## src/aps_pkg.sv

```systemverilog
`default_nettype none
package aps_pkg;
   // Bus map (byte addresses)
   localparam logic [7:0] ADDR_CTRL    = 8'h00;
   localparam logic [7:0] ADDR_REFSEL  = 8'h04;
   localparam logic [7:0] ADDR_ERRFREE = 8'h08;
   localparam logic [7:0] ADDR_THRESH  = 8'h0C;
   localparam logic [7:0] ADDR_REQ     = 8'h10;
   localparam logic [7:0] ADDR_STATUS  = 8'h14;
   localparam logic [7:0] ADDR_MIN     = 8'h18;
   localparam logic [7:0] ADDR_MAX     = 8'h1C;
   localparam logic [7:0] ADDR_AVG     = 8'h20;
   localparam logic [7:0] ADDR_COUNT   = 8'h24;
   localparam logic [7:0] ADDR_RXK     = 8'h28;
   localparam logic [7:0] ADDR_TXK     = 8'h2C;
   localparam logic [7:0] ADDR_IRQSTAT = 8'h30;
   localparam logic [7:0] ADDR_IRQMASK = 8'h34;
   // CTRL fields
   localparam int CTRL_RUN   = 0;
   localparam int CTRL_SDH   = 1;
   localparam int CTRL_ELEC  = 2;
   localparam int CTRL_RING  = 3;
   localparam int CTRL_ALT   = 4;
   localparam int CTRL_APPLY = 5;
   localparam int CTRL_CLR   = 6;
   localparam logic [4:0] CTRL_RST = 5'h02;
   // Reference select
   localparam logic [4:0] SEL_ANY  = 5'h1F;
   localparam logic [4:0] SEL_RST  = 5'h00;
   // Event vector bit positions and selectable lists
   localparam int EV_W     = 16;
   localparam int EV_LOS   = 0;
   localparam int EV_LSS   = 14;
   localparam int EV_TCREI = 15;
   localparam logic [15:0] SDH_LIST = 16'h3FFF;
   localparam logic [15:0] PDH_LIST = 16'h00FF;
   localparam logic [15:0] LOS_BIT  = 16'h0001;
   // Durations in microseconds
   localparam int DUR_W = 24;
   localparam int CNT_W = 16;
   localparam int SUM_W = DUR_W + CNT_W;
   localparam logic [23:0] THR_MAX_SDH = 24'h989680; // 10000.000 ms
   localparam logic [23:0] THR_MAX_PDH = 24'h3D0900; // 4000.000 ms
   localparam logic [23:0] THR_RST     = 24'h00C350; // 50.000 ms
   localparam logic [23:0] ERRFREE_RST = 24'h0003E8; // 1 ms
   localparam logic [23:0] DUR_SAT     = 24'hFFFFFF;
   // Timing
   localparam int CLK_NS  = 100;
   localparam int TICK_NS = 1000;
   localparam int TICK_CYC = TICK_NS / CLK_NS;
   // IRQ bits
   localparam int IRQ_W    = 3;
   localparam int IRQ_DONE = 0;
   localparam int IRQ_KCHG = 1;
   localparam int IRQ_FAIL = 2;
   // K2 mode bits
   localparam logic [2:0] K2_MODE_RING = 3'h0;
   localparam logic [2:0] K2_MODE_LIN  = 3'h4;
   typedef enum logic [2:0] {
      ST_IDLE = 3'b001,
      ST_EVT  = 3'b010,
      ST_GAP  = 3'b100
   } aps_state_t;
endpackage : aps_pkg
`default_nettype wire

```

## src/aps_switch_time_monitor.sv

```systemverilog
// Summary of operation
// RL1 - On SDH/SONET decode received K1/K2 always and flag every change.
// RL2 - Time each reference occurrence; keep running average and maximum.
// RL3 - On PDH/DSn count detected reference occurrences.
// RL4 - SDH/SONET measurement closes after configurable error-free gap.
// RL5 - Threshold in 1 us steps, up to 10000 ms SDH, 4000 ms PDH.
// RL6 - Pass/fail from comparing durations with the threshold.
// RL7 - Any-errors selection makes every listed event a trigger.
// RL8 - SDH any-errors never triggers on LSS or TC-REI.
// RL9 - No LOS on electrical SDH; PDH uses its own event list.
// RL10 - Report min, max, average, threshold and measurement count.
// RL11 - Transmit K1 bits 5-8 carry configured channel 0..15.
// RL12 - Transmit K2 bits 1-4 carry configured channel 0..15.
// RL13 - Ring short/long or linear 1+1/1:n selects request encoding.
// RL14 - Configured request reaches K1/K2 only on explicit apply.
// RL15 - Durations resolved to one microsecond.
//
// The AHB-Lite interface to the registers and the placing of the registers are this design's own decisions.
`default_nettype none
module aps_switch_time_monitor (
   // Clock and reset
   input  wire logic                     sys_clk,
   input  wire logic                     nrst,
   // AHB-Lite slave
   input  wire logic                     hsel,
   input  wire logic [31:0]              haddr,
   input  wire logic [1:0]               htrans,
   input  wire logic                     hwrite,
   input  wire logic [2:0]               hsize,
   input  wire logic [31:0]              hwdata,
   input  wire logic                     hready,
   output logic      [31:0]              hrdata,
   output logic                          hreadyout,
   output logic                          hresp,
   // Line receive side
   input  wire logic [aps_pkg::EV_W-1:0] rxEvents,
   input  wire logic [7:0]               rxK1,
   input  wire logic [7:0]               rxK2,
   input  wire logic                     rxKValid,
   // Line transmit side
   output logic      [7:0]               txK1,
   output logic      [7:0]               txK2,
   // Interrupt
   output logic                          irq
);
   aps_pkg::aps_state_t state_ff, nxt_state;
   logic [4:0]  ctrl_ff;
   logic [4:0]  sel_ff;
   logic [23:0] errFree_ff, thresh_ff, dur_ff, gap_ff, last_ff;
   logic [11:0] req_ff;
   logic [7:0]  k1_ff, k2_ff, txK1_ff, txK2_ff;
   logic [15:0] kChgCnt_ff;
   logic [3:0]  div_ff;
   logic [2:0]  irqStat_ff, irqMask_ff;
   logic        fail_ff, applied_ff, wrPend_ff;
   logic [7:0]  wrAddr_ff;
   logic [31:0] hrdata_ff;
   logic [23:0] minDur, maxDur, avgDur;
   logic [15:0] measCnt;

   // Bus decode
   wire        addrPhase = hsel && htrans[1] && hready;
   wire [7:0]  rAddr     = haddr[7:0];
   wire        wr        = wrPend_ff;
   wire        wrCtrl    = wr && wrAddr_ff == aps_pkg::ADDR_CTRL;
   wire        wrSel     = wr && wrAddr_ff == aps_pkg::ADDR_REFSEL;
   wire        wrErrFree = wr && wrAddr_ff == aps_pkg::ADDR_ERRFREE;
   wire        wrThresh  = wr && wrAddr_ff == aps_pkg::ADDR_THRESH;
   wire        wrReq     = wr && wrAddr_ff == aps_pkg::ADDR_REQ;
   wire        wrIrqStat = wr && wrAddr_ff == aps_pkg::ADDR_IRQSTAT;
   wire        wrIrqMask = wr && wrAddr_ff == aps_pkg::ADDR_IRQMASK;
   wire        applyCmd  = wrCtrl && hwdata[aps_pkg::CTRL_APPLY];
   wire        clrCmd    = wrCtrl && hwdata[aps_pkg::CTRL_CLR];

   wire        run   = ctrl_ff[aps_pkg::CTRL_RUN];
   wire        sdh   = ctrl_ff[aps_pkg::CTRL_SDH];
   wire        elec  = ctrl_ff[aps_pkg::CTRL_ELEC];
   wire        ring  = ctrl_ff[aps_pkg::CTRL_RING];
   wire        alt   = ctrl_ff[aps_pkg::CTRL_ALT];

   // Threshold limit follows the line type
   wire [23:0] thrMax  = sdh ? aps_pkg::THR_MAX_SDH : aps_pkg::THR_MAX_PDH;
   wire [23:0] thrReq  = hwdata[23:0];
   wire [23:0] thrNew  = (thrReq > thrMax) ? thrMax : thrReq; // RL5

   // Reference event selection
   wire [15:0] sdhList = elec ? (aps_pkg::SDH_LIST & ~aps_pkg::LOS_BIT)
                              : aps_pkg::SDH_LIST; // RL9 RL8
   wire [15:0] allowed = sdh ? sdhList : aps_pkg::PDH_LIST; // RL9
   wire [15:0] oneHot  = 16'h0001 << sel_ff[3:0];
   wire [15:0] selMask = (sel_ff == aps_pkg::SEL_ANY) ? allowed // RL7
                                                      : (oneHot & allowed);
   wire        refEvent = |(rxEvents & selMask);

   // Microsecond tick: 1 us resolution keeps three ms decimals exact
   wire        tick    = div_ff == 4'(aps_pkg::TICK_CYC - 1); // RL15
   wire [23:0] durInc  = (dur_ff == aps_pkg::DUR_SAT) ? dur_ff
                                                      : dur_ff + 24'h1;
   wire [23:0] gapInc  = (gap_ff == aps_pkg::DUR_SAT) ? gap_ff
                                                      : gap_ff + 24'h1;
   wire        gapDone = gap_ff >= errFree_ff;

   logic        measDone;
   logic [23:0] measDur;
   always_comb begin
      nxt_state = state_ff;
      measDone  = 1'b0;
      measDur   = dur_ff;
      case (state_ff)
         aps_pkg::ST_IDLE: begin
            if (run && refEvent) nxt_state = aps_pkg::ST_EVT;
         end
         aps_pkg::ST_EVT: begin
            if (!run) begin
               nxt_state = aps_pkg::ST_IDLE;
            end else if (!refEvent && sdh) begin
               nxt_state = aps_pkg::ST_GAP;
            end else if (!refEvent) begin
               nxt_state = aps_pkg::ST_IDLE;
               measDone  = 1'b1; // RL3
            end
         end
         aps_pkg::ST_GAP: begin
            measDur = last_ff;
            if (!run) begin
               nxt_state = aps_pkg::ST_IDLE;
            end else if (refEvent) begin
               nxt_state = aps_pkg::ST_EVT;
            end else if (gapDone) begin
               nxt_state = aps_pkg::ST_IDLE;
               measDone  = 1'b1; // RL4
            end
         end
         default: nxt_state = aps_pkg::ST_IDLE;
      endcase
   end

   wire        measFail = measDone && measDur > thresh_ff; // RL6
   wire        kChange  = sdh && rxKValid &&
                          (rxK1 != k1_ff || rxK2 != k2_ff); // RL1
   wire [2:0]  irqSet   = {measFail, kChange, measDone};
   wire [2:0]  irqClr   = wrIrqStat ? hwdata[2:0] : 3'h0;

   // Transmit encoding from protection configuration
   // Apply may share its write with the mode bits, so take them from it
   wire        ringNow = wrCtrl ? hwdata[aps_pkg::CTRL_RING] : ring;
   wire        altNow  = wrCtrl ? hwdata[aps_pkg::CTRL_ALT] : alt;
   wire [2:0]  k2Mode = ringNow ? aps_pkg::K2_MODE_RING
                                : aps_pkg::K2_MODE_LIN; // RL13
   wire [7:0]  newK1  = {req_ff[3:0], req_ff[7:4]}; // RL11
   wire [7:0]  newK2  = {req_ff[11:8], altNow, k2Mode}; // RL12 RL13

   // Read mux
   wire [31:0] rdCtrl = {27'h0, ctrl_ff};
   wire [31:0] rdStat = {28'h0, applied_ff, state_ff != aps_pkg::ST_IDLE,
                         fail_ff, !fail_ff};
   wire [31:0] rdRxK  = {kChgCnt_ff, k1_ff, k2_ff};
   wire [31:0] rdData =
      (rAddr == aps_pkg::ADDR_CTRL)    ? rdCtrl :
      (rAddr == aps_pkg::ADDR_REFSEL)  ? {27'h0, sel_ff} :
      (rAddr == aps_pkg::ADDR_ERRFREE) ? {8'h0, errFree_ff} :
      (rAddr == aps_pkg::ADDR_THRESH)  ? {8'h0, thresh_ff} : // RL10
      (rAddr == aps_pkg::ADDR_REQ)     ? {20'h0, req_ff} :
      (rAddr == aps_pkg::ADDR_STATUS)  ? rdStat :
      (rAddr == aps_pkg::ADDR_MIN)     ? {8'h0, minDur} : // RL10
      (rAddr == aps_pkg::ADDR_MAX)     ? {8'h0, maxDur} :
      (rAddr == aps_pkg::ADDR_AVG)     ? {8'h0, avgDur} :
      (rAddr == aps_pkg::ADDR_COUNT)   ? {16'h0, measCnt} :
      (rAddr == aps_pkg::ADDR_RXK)     ? rdRxK :
      (rAddr == aps_pkg::ADDR_TXK)     ? {16'h0, txK1_ff, txK2_ff} :
      (rAddr == aps_pkg::ADDR_IRQSTAT) ? {29'h0, irqStat_ff} :
      (rAddr == aps_pkg::ADDR_IRQMASK) ? {29'h0, irqMask_ff} :
                                         32'h0;

   // Bus phase tracking; zero wait states so reads are latched early
   always_ff @(posedge sys_clk) begin
      if (!nrst) begin
         wrPend_ff <= 1'b0;
         wrAddr_ff <= 8'h00;
         hrdata_ff <= 32'h0;
      end else begin
         wrPend_ff <= addrPhase && hwrite;
         if (addrPhase) wrAddr_ff <= rAddr;
         if (addrPhase && !hwrite) hrdata_ff <= rdData;
      end
   end

   // Configuration registers
   always_ff @(posedge sys_clk) begin
      if (!nrst) begin
         ctrl_ff    <= aps_pkg::CTRL_RST;
         sel_ff     <= aps_pkg::SEL_RST;
         errFree_ff <= aps_pkg::ERRFREE_RST;
         thresh_ff  <= aps_pkg::THR_RST;
         req_ff     <= 12'h000;
         irqMask_ff <= 3'h0;
      end else begin
         if (wrCtrl) ctrl_ff <= hwdata[4:0];
         if (wrSel) sel_ff <= hwdata[4:0];
         if (wrErrFree) errFree_ff <= hwdata[23:0]; // RL4
         if (wrThresh) thresh_ff <= thrNew; // RL5
         if (wrReq) req_ff <= hwdata[11:0];
         if (wrIrqMask) irqMask_ff <= hwdata[2:0];
      end
   end

   // Measurement timers
   always_ff @(posedge sys_clk) begin
      if (!nrst) begin
         state_ff <= aps_pkg::ST_IDLE;
         div_ff   <= 4'h0;
         dur_ff   <= 24'h0;
         gap_ff   <= 24'h0;
         last_ff  <= 24'h0;
      end else begin
         state_ff <= nxt_state;
         div_ff   <= tick ? 4'h0 : div_ff + 4'h1;
         if (state_ff == aps_pkg::ST_IDLE) begin
            dur_ff <= 24'h0;
         end else if (tick) begin
            dur_ff <= durInc; // RL2 RL15
         end
         if (state_ff == aps_pkg::ST_EVT && nxt_state == aps_pkg::ST_GAP) begin
            last_ff <= dur_ff;
            gap_ff  <= 24'h0;
         end else if (state_ff == aps_pkg::ST_GAP && tick) begin
            gap_ff  <= gapInc; // RL4
         end
      end
   end

   // Result, protocol and interrupt state; a set beats a same-cycle clear
   always_ff @(posedge sys_clk) begin
      if (!nrst) begin
         fail_ff    <= 1'b0;
         k1_ff      <= 8'h00;
         k2_ff      <= 8'h00;
         kChgCnt_ff <= 16'h0;
         txK1_ff    <= 8'h00;
         txK2_ff    <= 8'h00;
         applied_ff <= 1'b0;
         irqStat_ff <= 3'h0;
      end else begin
         if (measFail) begin
            fail_ff <= 1'b1; // RL6
         end else if (clrCmd) begin
            fail_ff <= 1'b0;
         end
         if (kChange) begin
            k1_ff      <= rxK1; // RL1
            k2_ff      <= rxK2;
            kChgCnt_ff <= kChgCnt_ff + 16'h1;
         end
         if (applyCmd) begin
            txK1_ff    <= newK1; // RL14
            txK2_ff    <= newK2;
            applied_ff <= 1'b1;
         end else if (wrReq) begin
            applied_ff <= 1'b0;
         end
         irqStat_ff <= (irqStat_ff & ~irqClr) | irqSet;
      end
   end

   aps_stat_unit u_stat (
      .sys_clk     (sys_clk),
      .nrst        (nrst),
      .clr         (clrCmd),
      .sampleValid (measDone),
      .sampleDur   (measDur),
      .minDur      (minDur),
      .maxDur      (maxDur),
      .avgDur      (avgDur),
      .count       (measCnt)
   );

   assign hrdata    = hrdata_ff;
   assign hreadyout = 1'b1;
   assign hresp     = 1'b0;
   assign txK1      = txK1_ff;
   assign txK2      = txK2_ff;
   assign irq       = |(irqStat_ff & irqMask_ff);
endmodule : aps_switch_time_monitor
`default_nettype wire

```

## src/aps_stat_unit.sv

```systemverilog
`default_nettype none
module aps_stat_unit (
   // Clock and reset
   input  wire logic                      sys_clk,
   input  wire logic                      nrst,
   // Samples
   input  wire logic                      clr,
   input  wire logic                      sampleValid,
   input  wire logic [aps_pkg::DUR_W-1:0] sampleDur,
   // Results
   output logic      [aps_pkg::DUR_W-1:0] minDur,
   output logic      [aps_pkg::DUR_W-1:0] maxDur,
   output logic      [aps_pkg::DUR_W-1:0] avgDur,
   output logic      [aps_pkg::CNT_W-1:0] count
);
   logic [aps_pkg::DUR_W-1:0] min_ff, max_ff, avg_ff;
   logic [aps_pkg::CNT_W-1:0] cnt_ff, div_ff;
   logic [aps_pkg::SUM_W-1:0] sum_ff, num_ff;
   logic [aps_pkg::CNT_W:0]   rem_ff;
   logic [5:0]                step_ff;
   logic                      busy_ff;
   wire  [aps_pkg::CNT_W-1:0] nxtCnt = (cnt_ff == 16'hFFFF) ? cnt_ff
                                                            : cnt_ff + 16'h1;
   wire  [aps_pkg::SUM_W-1:0] nxtSum = sum_ff + {16'h0, sampleDur};
   wire  [aps_pkg::CNT_W:0]   remSh  = {rem_ff[aps_pkg::CNT_W-1:0],
                                        num_ff[aps_pkg::SUM_W-1]};
   wire                       qBit   = remSh >= {1'b0, div_ff};
   // Serial divide keeps the average cheap; it settles 40 cycles later
   always_ff @(posedge sys_clk) begin
      if (!nrst || clr) begin
         min_ff  <= 24'hFFFFFF;
         max_ff  <= 24'h000000;
         avg_ff  <= 24'h000000;
         cnt_ff  <= 16'h0000;
         sum_ff  <= 40'h0;
         num_ff  <= 40'h0;
         rem_ff  <= 17'h0;
         div_ff  <= 16'h0;
         step_ff <= 6'h0;
         busy_ff <= 1'b0;
      end else if (sampleValid) begin
         if (sampleDur < min_ff) min_ff <= sampleDur;
         if (sampleDur > max_ff) max_ff <= sampleDur; // RL2
         cnt_ff  <= nxtCnt; // RL3
         sum_ff  <= nxtSum;
         num_ff  <= nxtSum;
         div_ff  <= nxtCnt;
         rem_ff  <= 17'h0;
         step_ff <= 6'd40;
         busy_ff <= 1'b1;
      end else if (busy_ff) begin
         rem_ff  <= qBit ? remSh - {1'b0, div_ff} : remSh;
         num_ff  <= {num_ff[aps_pkg::SUM_W-2:0], qBit};
         step_ff <= step_ff - 6'h1;
         if (step_ff == 6'h1) begin
            busy_ff <= 1'b0;
            avg_ff  <= {num_ff[aps_pkg::DUR_W-2:0], qBit}; // RL2
         end
      end
   end
   assign minDur = min_ff;
   assign maxDur = max_ff;
   assign avgDur = avg_ff;
   assign count  = cnt_ff;
endmodule : aps_stat_unit
`default_nettype wire

```

## config.mk

```make
export PLATFORM = sky130hd
export DESIGN_NAME = aps_switch_time_monitor
export DESIGN_NICKNAME = d
export VERILOG_FILES = /design/src/aps_pkg.sv /design/src/aps_switch_time_monitor.sv /design/src/aps_stat_unit.sv
export SDC_FILE = /design/constraint.sdc
export NUM_CORES = 1
export LEC_CHECK = 0
export ABC_AREA = 1
export BUFFER_PORTS_ARGS = -buffer_cell sky130_fd_sc_hd__buf_2
export CORE_ASPECT_RATIO = 0.6
export CORE_UTILIZATION = 32
export DETAILED_ROUTE_END_ITERATION = 16
export PLACE_DENSITY = 0.48
export SYNTH_ARGS = -nofsm -noshare
export SYNTH_HDL_FRONTEND = slang
export SYNTH_SLANG_ARGS = --single-unit
```

## constraint.sdc

```tcl
create_clock -name sys_clk -period 5 [get_ports sys_clk]
set_input_delay 0.5 -clock sys_clk [delete_from_list [all_inputs] [get_ports sys_clk]]
set_output_delay 0.5 -clock sys_clk [all_outputs]
set_load 0.05 [all_outputs]
```

# == Word level (Yosys, flattened, before mapping) ==
# Index checks and enable logic that the tools add are counted.
# totals
in_bits,107
mem_bits_ro,0
out_inout_bits,51
memories,0
ram_bits,0
word_cells,184
latchBits,0
register_bits,437
# op_classes
order_cmp,6
bitwise_logic,11
muxes,51
n_shift,1
n_reduce_logical,43
add_sub_neg,8
div_mod_pow,0
n_eq_ne,32
n_mul,0
# ops
operator,count
two-way mux 32 bit,11
two-way mux 40 bit,2
> comparator 24 bit,3
two-way mux 24 bit,3
"== test 8 x 6 -> 1 bit, second input constant",8
"adder 24 x 1 -> 24 bit, second input constant",2
"== test 24 bit, second input constant",2
two-way mux 16 bit,3
adder 40 x 24 -> 40 bit,1
"== test 8 x 5 -> 1 bit, second input constant",5
two-way mux 3 bit,11
"adder 16 x 1 -> 16 bit, second input constant",2
"== test 8 x 4 -> 1 bit, second input constant",4
greater-or-equal comparator 24 bit,1
< comparator 24 bit,1
logical AND 1 bit,20
greater-or-equal comparator 17 x 16 -> 1 bit,1
AND 16 x 14 -> 16 bit,1
AND 16 bit,1
"== test 16 bit, second input constant",1
"== test 8 x 3 -> 1 bit, second input constant",2
logical NOT 8 bit,2
two-way mux 1 bit,16
inequality test 8 bit,2
other kinds (27),47

# == Logic depth before layout (Yosys ltp) ==
# Gate-level depths: netlist of run 1.
# depth
depth_word,15
ltp_mapped,22

# == Modules after synthesis ==
# From an unflattened synthesis of run 1, not the netlist that was laid out.
# hier_totals
cells_unflattened,3851
hier_area_um2,25963.7
# by_module_without_submodules
mod,area_per_inst_um2,n_inst,cells_per_inst
aps_switch_time_monitor,13947.1,1,2042
aps_stat_unit,12016.5,1,1809

# == Least setup slack after synthesis of run 1 ==
# Ideal clock, no wire load.
# synth_path
path_kind,reg-to-reg
from,register state_ff[0]
to,register u_stat.num_ff[30] in the netlist's numbering
setup_time_ns,0.117
t_arrival_ns,2.896
setup_slack_ns,1.987
path_stages_with_launch,21
required_time_ns,4.883
path_cell_list,dfxtp_1 inv_1 nand3_2 inv_2 clkbuf_1 o21ai_0 ha_1 nand2_1 o21ai_0 nand2_1 nand2_1 nand2_1 nand2_1 nand3_1 nand2_1 nand2_1 xor2_1 nand2_1 nand2_1 inv_1 nor2_1
# synth_between
elab_chain_len,4
elab_cells_between_ends,7
classes_between,add/sub (1); eq/ne (2); mux (3); reduce/logical (1)
# synth_rtl
item,line,source
start: declaration,aps_switch_time_monitor.sv:46,"aps_pkg::aps_state_t state_ff, nxt_state;"
start signal: assignment,aps_switch_time_monitor.sv:210,state_ff <= aps_pkg::ST_IDLE;
start signal: assignment,aps_switch_time_monitor.sv:216,state_ff <= nxt_state;
== test 3 bit,aps_switch_time_monitor.sv:109,case (state_ff)
two-way mux 24 bit,aps_switch_time_monitor.sv:109,
named net measDur[3],aps_switch_time_monitor.sv:104,logic [23:0] measDur;
adder 40 x 24 -> 40 bit,aps_stat_unit.sv:24,"wire [aps_pkg::SUM_W-1:0] nxtSum = sum_ff + {16'h0, sampleDur};"
two-way mux 40 bit,aps_stat_unit.sv:41,end else if (sampleValid) begin
end signal: assignment,aps_stat_unit.sv:46,num_ff <= nxtSum;
end signal: assignment,aps_stat_unit.sv:53,"num_ff <= {num_ff[aps_pkg::SUM_W-2:0], qBit};"
end: declaration,aps_stat_unit.sv:18,"logic [aps_pkg::SUM_W-1:0] sum_ff, num_ff;"
# The timed path passes the listed nets, and every way through them passes these cells.
# A chain may end at the register's enable or synchronous reset.

# == Worst setup path in the final report of run 1 ==
# layout_path
from,register state_ff[0]
to,register u_stat.sum_ff[38] in the netlist's numbering
# layout_between
elab_chain_len,3
elab_cells_between_ends,5
classes_between,add/sub (1); eq/ne (2); mux (2)
# layout_rtl
item,line,source
== test 3 bit,aps_switch_time_monitor.sv:109,
two-way mux 24 bit,aps_switch_time_monitor.sv:109,
named net measDur[0],aps_switch_time_monitor.sv:104,
adder 40 x 24 -> 40 bit,aps_stat_unit.sv:24,
end signal: assignment,aps_stat_unit.sv:45,sum_ff <= nxtSum;
end: declaration,aps_stat_unit.sv:18,
# The timed path passes the listed nets, and every way through them passes these cells.

==> flow_summary.yaml, run 1 <==
layout:
  final_core_util_pct: 36.5
  final_nets: 4066
  area_growth_pct: 12.2
  final_layout_size_suffix_gt1_share_pct: 7.76
  postLayoutCellArea_sq_um: 28500
floorplanning:
  die_w_microns: 366
  core-area_sq_um: 78000
  die_area_sq_um: 80500
  pin_count: 158
  num_rows: 79
  fp.dieH_microns: 220
  initial_core_util_pct: 32.6
critical_path:
  critPathRequiredTime_ns: 5.47
  worstSetupEndpointType: "flop"
  crit_type: "reg2reg"
  crit_arrival_ns: 4.45
  start_kind: "flop"
  crit_path_max_fanout: 14
status:
  outcome: "finished, final reports clean"
synthesis:
  synth_compound_area_share_pct: 16.6
  synthAdderAreaFrac_pct: 7.75
  yosys.area_share.simple_pct: 28.4
  yosysWarnings: 0
  synthCells: 3745
  ys.flop_type: "dfxtp_1"
  syn_area_per_cell_sq_um: 6.78
  synth-seq-cells: 435
  synthMuxAreaShare_pct: 0
  synth.distinct_cells: 55
  synth_edf_count: 0
  async_flop_share_pct: 0
  syn-cell-area_sq_um: 25400
  synth-xor-area-share_pct: 3.41
  synth_top_family_by_area: "simple AND/OR/NAND/NOR gates"
  seq_area_frac_synth_pct: 34.3
clock_network:
  clk_pin_slew_worst_paths_ns: 0.06
  clock_path_buffers: 3
  numCtsBuffers: 46
  clock-root-buffer: "clkbuf_16"
  post_cts_buffers: 0
  cts_resized: 0
  cts_tree: "built"
  cts_hold_buf: 0
  cts_sinks: 435
  clk_latency_ns: 0.61
  htree_levels: 2
worst_hold_path:
  worstHoldPathType: "in2reg"
routing:
  wl_per_cell_microns: 18.3
  ant_nets: 0
  firstDrtPassIters: 6
  drc: 0
  route.vias.total: 24700
  drt_iter0_drc: 2369
  routed_wl_microns: 89600
  vias_per_cell: 5.05
timing:
  fin_setup_tns_ns: 0
  final.setup_skew_ns: 0.0267
  timing.hold.ws_ns: 0.155
  setup_viol: 0
  setup_slack_ns: 1.02
  rsz0062_at_grt: "false"
  slew_headroom_pct: 19.2
  worst_pin_slew_ns: 1.20
  fmax_mhz: 251
  post-route-period-util_pct: 79.6
  finalHoldViolations: 0
  report.final.slew_viol_count: 0
  finalCriticalPeriod_ns: 3.98
power_and_ir_drop:
  power_density_nw_per_um2: 263
  leakagePower_nw: 12.4
  vdd_drop_max_uv: 212
place:
  place_ws_ns: 1.15
  gp_congestion: 0.927
  hpwl_microns: 67600
  placed_cell_area_sq_um: 26900
  portBuffers: 115
grt:
  grt_pass1_wl_microns: 137000
  grt_overflow: 0
  track_usage_pct: 22.0
  grt_antenna_before_repair: 6
  grt_pass1_vias: 22000
  grt_max_degree: 96
job:
  maxCapViolCount: 0
-- path summary, 6_finish.rpt --
| kind | endpoint | cells past startpoint | slack, ns | startpoint |
|---|---|---|---|---|
| max | u_stat.sum_ff[38] | 19 | 1.02 | state_ff[0] |
| min | wr | 3 | 0.15 | hwrite |
| max reg2reg | u_stat.sum_ff[38] | 19 | 1.02 | state_ff[0] |
| min reg2reg | hrdata[28] | 2 | 0.46 | hrdata[28] |
-- placed cells by master (no fill, tap or decap), types with 28 or more instances in the layout --
master and n:
nor2_1 295, dfxtp_1 434, xor2_1 71, buf_4 50, ha_1 154, xnor2_1 28, nand4_1 63, o21ai_0 232
buf_2 114, nand2_1 847, clkbuf_16 49, nor3_1 53, inv_1 426, nand3_1 313, a21oi_1 439, o211ai_1 38
-- metrics by stage --
stage	cells	power (mW)
finish	4893	7.49
global route	4892	7.76
CTS	4892	7.58
detailed placement	4808	3.86
global placement	4808	3.86
floorplan	3747	3.74
-- report_power, final --
part           leakage [nW]  switching [mW]  internal [mW]  total [mW]
Clock                 0.766            1.60           2.10        3.71
Sequential             3.51          0.0170           3.48        3.50
Combinational          8.08           0.210         0.0760       0.286
-- metal layers --
layer / global-route usage [%] / up-vias / share of wire [%]
met5: 0 / - / 0
met4: 3.82 / 0 / 1.3
met3: 4.29 / 82 / 7.9
met2: 27.4 / 695 / 35
met1: 37.1 / 11400 / 56
li1: - / 12500 / -
-- cells in the mapped netlist (3+ instances only) --
cell type / count / area share (%)
o21a_1: 12 / 0.35
buf_2: 23 / 0.45
nand3b_1: 20 / 0.59
o21bai_1: 3 / 0.089
nor2_2: 4 / 0.099
and3_1: 5 / 0.12
a31oi_1: 7 / 0.17
nand2_2: 6 / 0.15
nand3_1: 313 / 6.2
inv_2: 8 / 0.12
a211oi_1: 7 / 0.21
o21ai_0: 241 / 4.8
dfxtp_1: 435 / 34
nor3b_1: 3 / 0.089
a21o_1: 7 / 0.21
xor2_1: 71 / 2.4
ha_1: 154 / 7.6
nor4_1: 23 / 0.57
inv_1: 428 / 6.3
nand3_2: 3 / 0.12
nor3_1: 53 / 1.0
o211ai_1: 38 / 1.1
o22ai_1: 16 / 0.39
buf_4: 20 / 0.59
buf_1: 4 / 0.059
a21boi_0: 4 / 0.12
or2_2: 17 / 0.42
buf_6: 4 / 0.18
a21oi_1: 439 / 8.7
xnor2_1: 28 / 0.97
o21ai_1: 3 / 0.059
clkbuf_1: 102 / 1.5
nand2_4: 3 / 0.13
nor2_1: 297 / 4.4
o221ai_1: 9 / 0.31
nand2_1: 847 / 13
nand4_1: 63 / 1.6
-- cell type report --
type                       count  area, sq um
clock buffer                  67         1400
clock inverter                17          179
timing repair buffer         164          946
multi-input combinational   2717        14300
sequential                   435         8710
tap                         1053         1320
antenna                        1         2.50
inverter                     439         1650
fill                        8520        49500
-- critical path, cell delays in order, from the launching register on --
cell      delay, ns
dfxtp_1        0.29
inv_1          0.11
nand3_2        0.11
inv_2          0.21
nand2_1        0.08
nand2_1        0.38
ha_1           0.28
inv_1          0.06
fa_1           0.43
o21ai_0        0.41
nand2_1        0.09
nand2_1        0.22
nand2_1        0.09
nand2_1        0.19
nand3_1        0.13
nand2_1        0.13
nand3b_1       0.20
xor2_1         0.20
nand3_1        0.10
o21ai_0        0.11
-- cells by family (layout without fill, tap and decap cells) --
group | count (synthesis) | after routing
xor gates and xnor gates | 99 | 99
and+or+nand+nor | 1667 | 1667
AOI/OAI and AO/OA | 791 | 791
DFF | 435 | 435
buffers and inverters | 595 | 687
other | 2 | 5
adders and majority gates | 156 | 156
Note: power is estimated with default switching activity, not from simulation.
==> run 2: changes to the inputs <==
- PLACE_DENSITY: 0.48 -> 0.5
- clock period: 5 -> 3.61 ns (I/O delays scaled with it)
==> run 2 against run 1 <==
  * Fmax is 20% higher
  * Via count is 0.21% higher
  * Sequential share of layout area is 0.53 points lower
  * Design area is 1.8% higher
  * Non-clock buffer count is 60 higher
  * Sequential power is 39% higher
  * Critical path depth is 7 lower
  * Count of clock-buffer cells in the layout is 1 higher
  * Flip-flop and latch count stayed put
  * First-iteration DRC count is 3.7% higher
  * Cell count is 1.2% higher
  * Core utilization is 0.65 points higher
==> flow_summary.yaml, run 2 (synthesis results as in run 1) <==
critical_path:
  crit_arrival_ns: 3.80
  start_kind: "flop"
  worstSetupEndpointType: "flop"
  cp_top_family: "simple AND/OR/NAND/NOR gates"
  cpPeakStageDelay_ns: 0.57
  critPathRequiredTime_ns: 4.08
  crit_type: "reg2reg"
  crit_path_max_fanout: 15
  cp_cell_sequence: "inv_1 -> nand3_2 -> inv_4 -> buf_4 -> o21ai_0 -> buf_4 -> ha_1 -> nand2_1 -> nor4_1 -> nand3b_1 -> o2111ai_1 -> nand2_1"
  slowest_stage: "nor4_1"
  crit_buf_inv: 4
floorplanning:
  die_w_microns: 366
  num_rows: 79
  pin_count: 158
  initial_core_util_pct: 32.6
  die_area_sq_um: 80500
  fp.dieH_microns: 220
  core-area_sq_um: 78000
worst_hold_path:
  worstHoldPathType: "in2reg"
routing:
  vias_per_cell: 5.00
  routed_wl_microns: 88900
  drc: 0
  ant_nets: 0
  drt_iter0_drc: 2456
  route.vias.total: 24800
  wl_per_cell_microns: 17.9
  firstDrtPassIters: 5
grt:
  grt_overflow: 0
  grt_pass1_vias: 22200
  grt_pass1_wl_microns: 136000
  grt_max_degree: 87
  grt_antenna_before_repair: 1
  track_usage_pct: 21.8
clock_network:
  clk_pin_slew_worst_paths_ns: 0.06
  htree_levels: 2
  clk_latency_ns: 0.61
  cts_sinks: 435
  clock_path_buffers: 3
  clock-root-buffer: "clkbuf_16"
  cts_tree: "built"
  numCtsBuffers: 46
job:
  maxCapViolCount: 0
timing:
  final.setup_skew_ns: 0.0219
  worst_pin_slew_ns: 0.939
  setup_viol: 0
  fmax_mhz: 301
  report.final.slew_viol_count: 0
  fin_setup_tns_ns: 0
  finalHoldViolations: 0
  finalCriticalPeriod_ns: 3.32
  slew_headroom_pct: 36.8
  rsz0062_at_grt: "false"
  post-route-period-util_pct: 92.1
layout:
  final_layout_size_suffix_gt1_share_pct: 9.16
  area_growth_pct: 14.2
  seqCellArea_sq_um: 8710
  final_nets: 4126
  final_core_util_pct: 37.2
  mostFrequentLayoutCells: "nand2_1 (846), a21oi_1 (439), dfxtp_1 (434), inv_1 (426), nand3_1 (312)"
  final_common_cell: "nand2_1"
  multi_input_area_sq_um: 14300
  num-fill-cells: 8413
power_and_ir_drop:
  power_density_nw_per_um2: 355
  vdd_drop_max_uv: 276
  p_total_mw: 10.3
  leakagePower_nw: 12.7
place:
  portBuffers: 115
  hpwl_microns: 68600
  gp_congestion: 0.940
status:
  outcome: "finished, final reports clean"
run 2: cell count changes in the layout (fill, tap and decap cells not counted), sizes merged:
cell | before | now
clkinvlp | 6 | 3
dlygate4sd3 | 0 | 4
buf | 164 | 220
clkbuf | 67 | 68
inv | 437 | 438
run 2: metrics by stage:
stage | setup WS, ns | std cells | hold WS [ns] | instance area (sq um)
2_1_floorplan | 0.597 | 3747 | 0.427 | 25400
3_3_place_gp | 0.149 | 4864 | 0.440 | 27400
3_5_place_dp | 0.107 | 4864 | 0.444 | 27400
4_1_cts | 0.106 | 4951 | 0.000342 | 29000
5_1_grt | 0.0232 | 4951 | 0.0223 | 29000
6_report | 0.285 | 4952 | 0.0280 | 29000
run 2: cell type report:
type | instances | area share [%]
multi-input cells | 2717 | 49.3
flip-flops and latches | 435 | 30.0
inverters | 439 | 5.70
repair buffers | 224 | 5.02
clock buffers | 68 | 4.81
well taps | 1053 | 4.54
clock inverters | 15 | 0.556
diodes | 1 | 0.00863
run 2: final timing paths:
kind	from	to	slack [ns]	cells past startpoint
max reg2reg	state_ff[0]	fail_ff	0.29	12
max	state_ff[0]	fail_ff	0.29	12
min	haddr[6]	wrAddr_ff[6]	0.03	3
min reg2reg	fail_ff	fail_ff	0.46	2
run 2: what timing repair did:
action / CTS / global route
endpoints found under the hold margin: 4 / 0
endpoints found under the setup margin: 0 / 48
hold buffers: 4 / 0
resized for setup: 0 / 8
buffers inserted: 0 / 0
run 2: metal layers:
layer	vias to the layer above	share of wire, %	routed length, microns	global-route usage [%]
met5	-	0	0	0
met4	0	1.2	1040	3.63
met3	73	9.5	8410	5.74
met2	728	34	30400	26.4
met1	11300	55	49100	36.5
li1	12700	-	-	-
run 2: worst register-to-register path, cell delays in order (launching register included):
cell,delay [ns]
dfxtp_1,0.30
inv_1,0.12
nand3_2,0.13
inv_4,0.14
buf_4,0.21
o21ai_0,0.22
buf_4,0.26
ha_1,0.30
nand2_1,0.07
nor4_1,0.57
nand3b_1,0.22
o2111ai_1,0.57
nand2_1,0.09
run 2: power breakdown:
group	switching, mW	total (mW)	internal, mW	leakage (nW)
logic	0.293	0.410	0.117	8.39
clock network	2.15	5.04	2.89	0.767
registers	0.0252	4.85	4.83	3.51
total	2.47	10.3	7.83	12.7
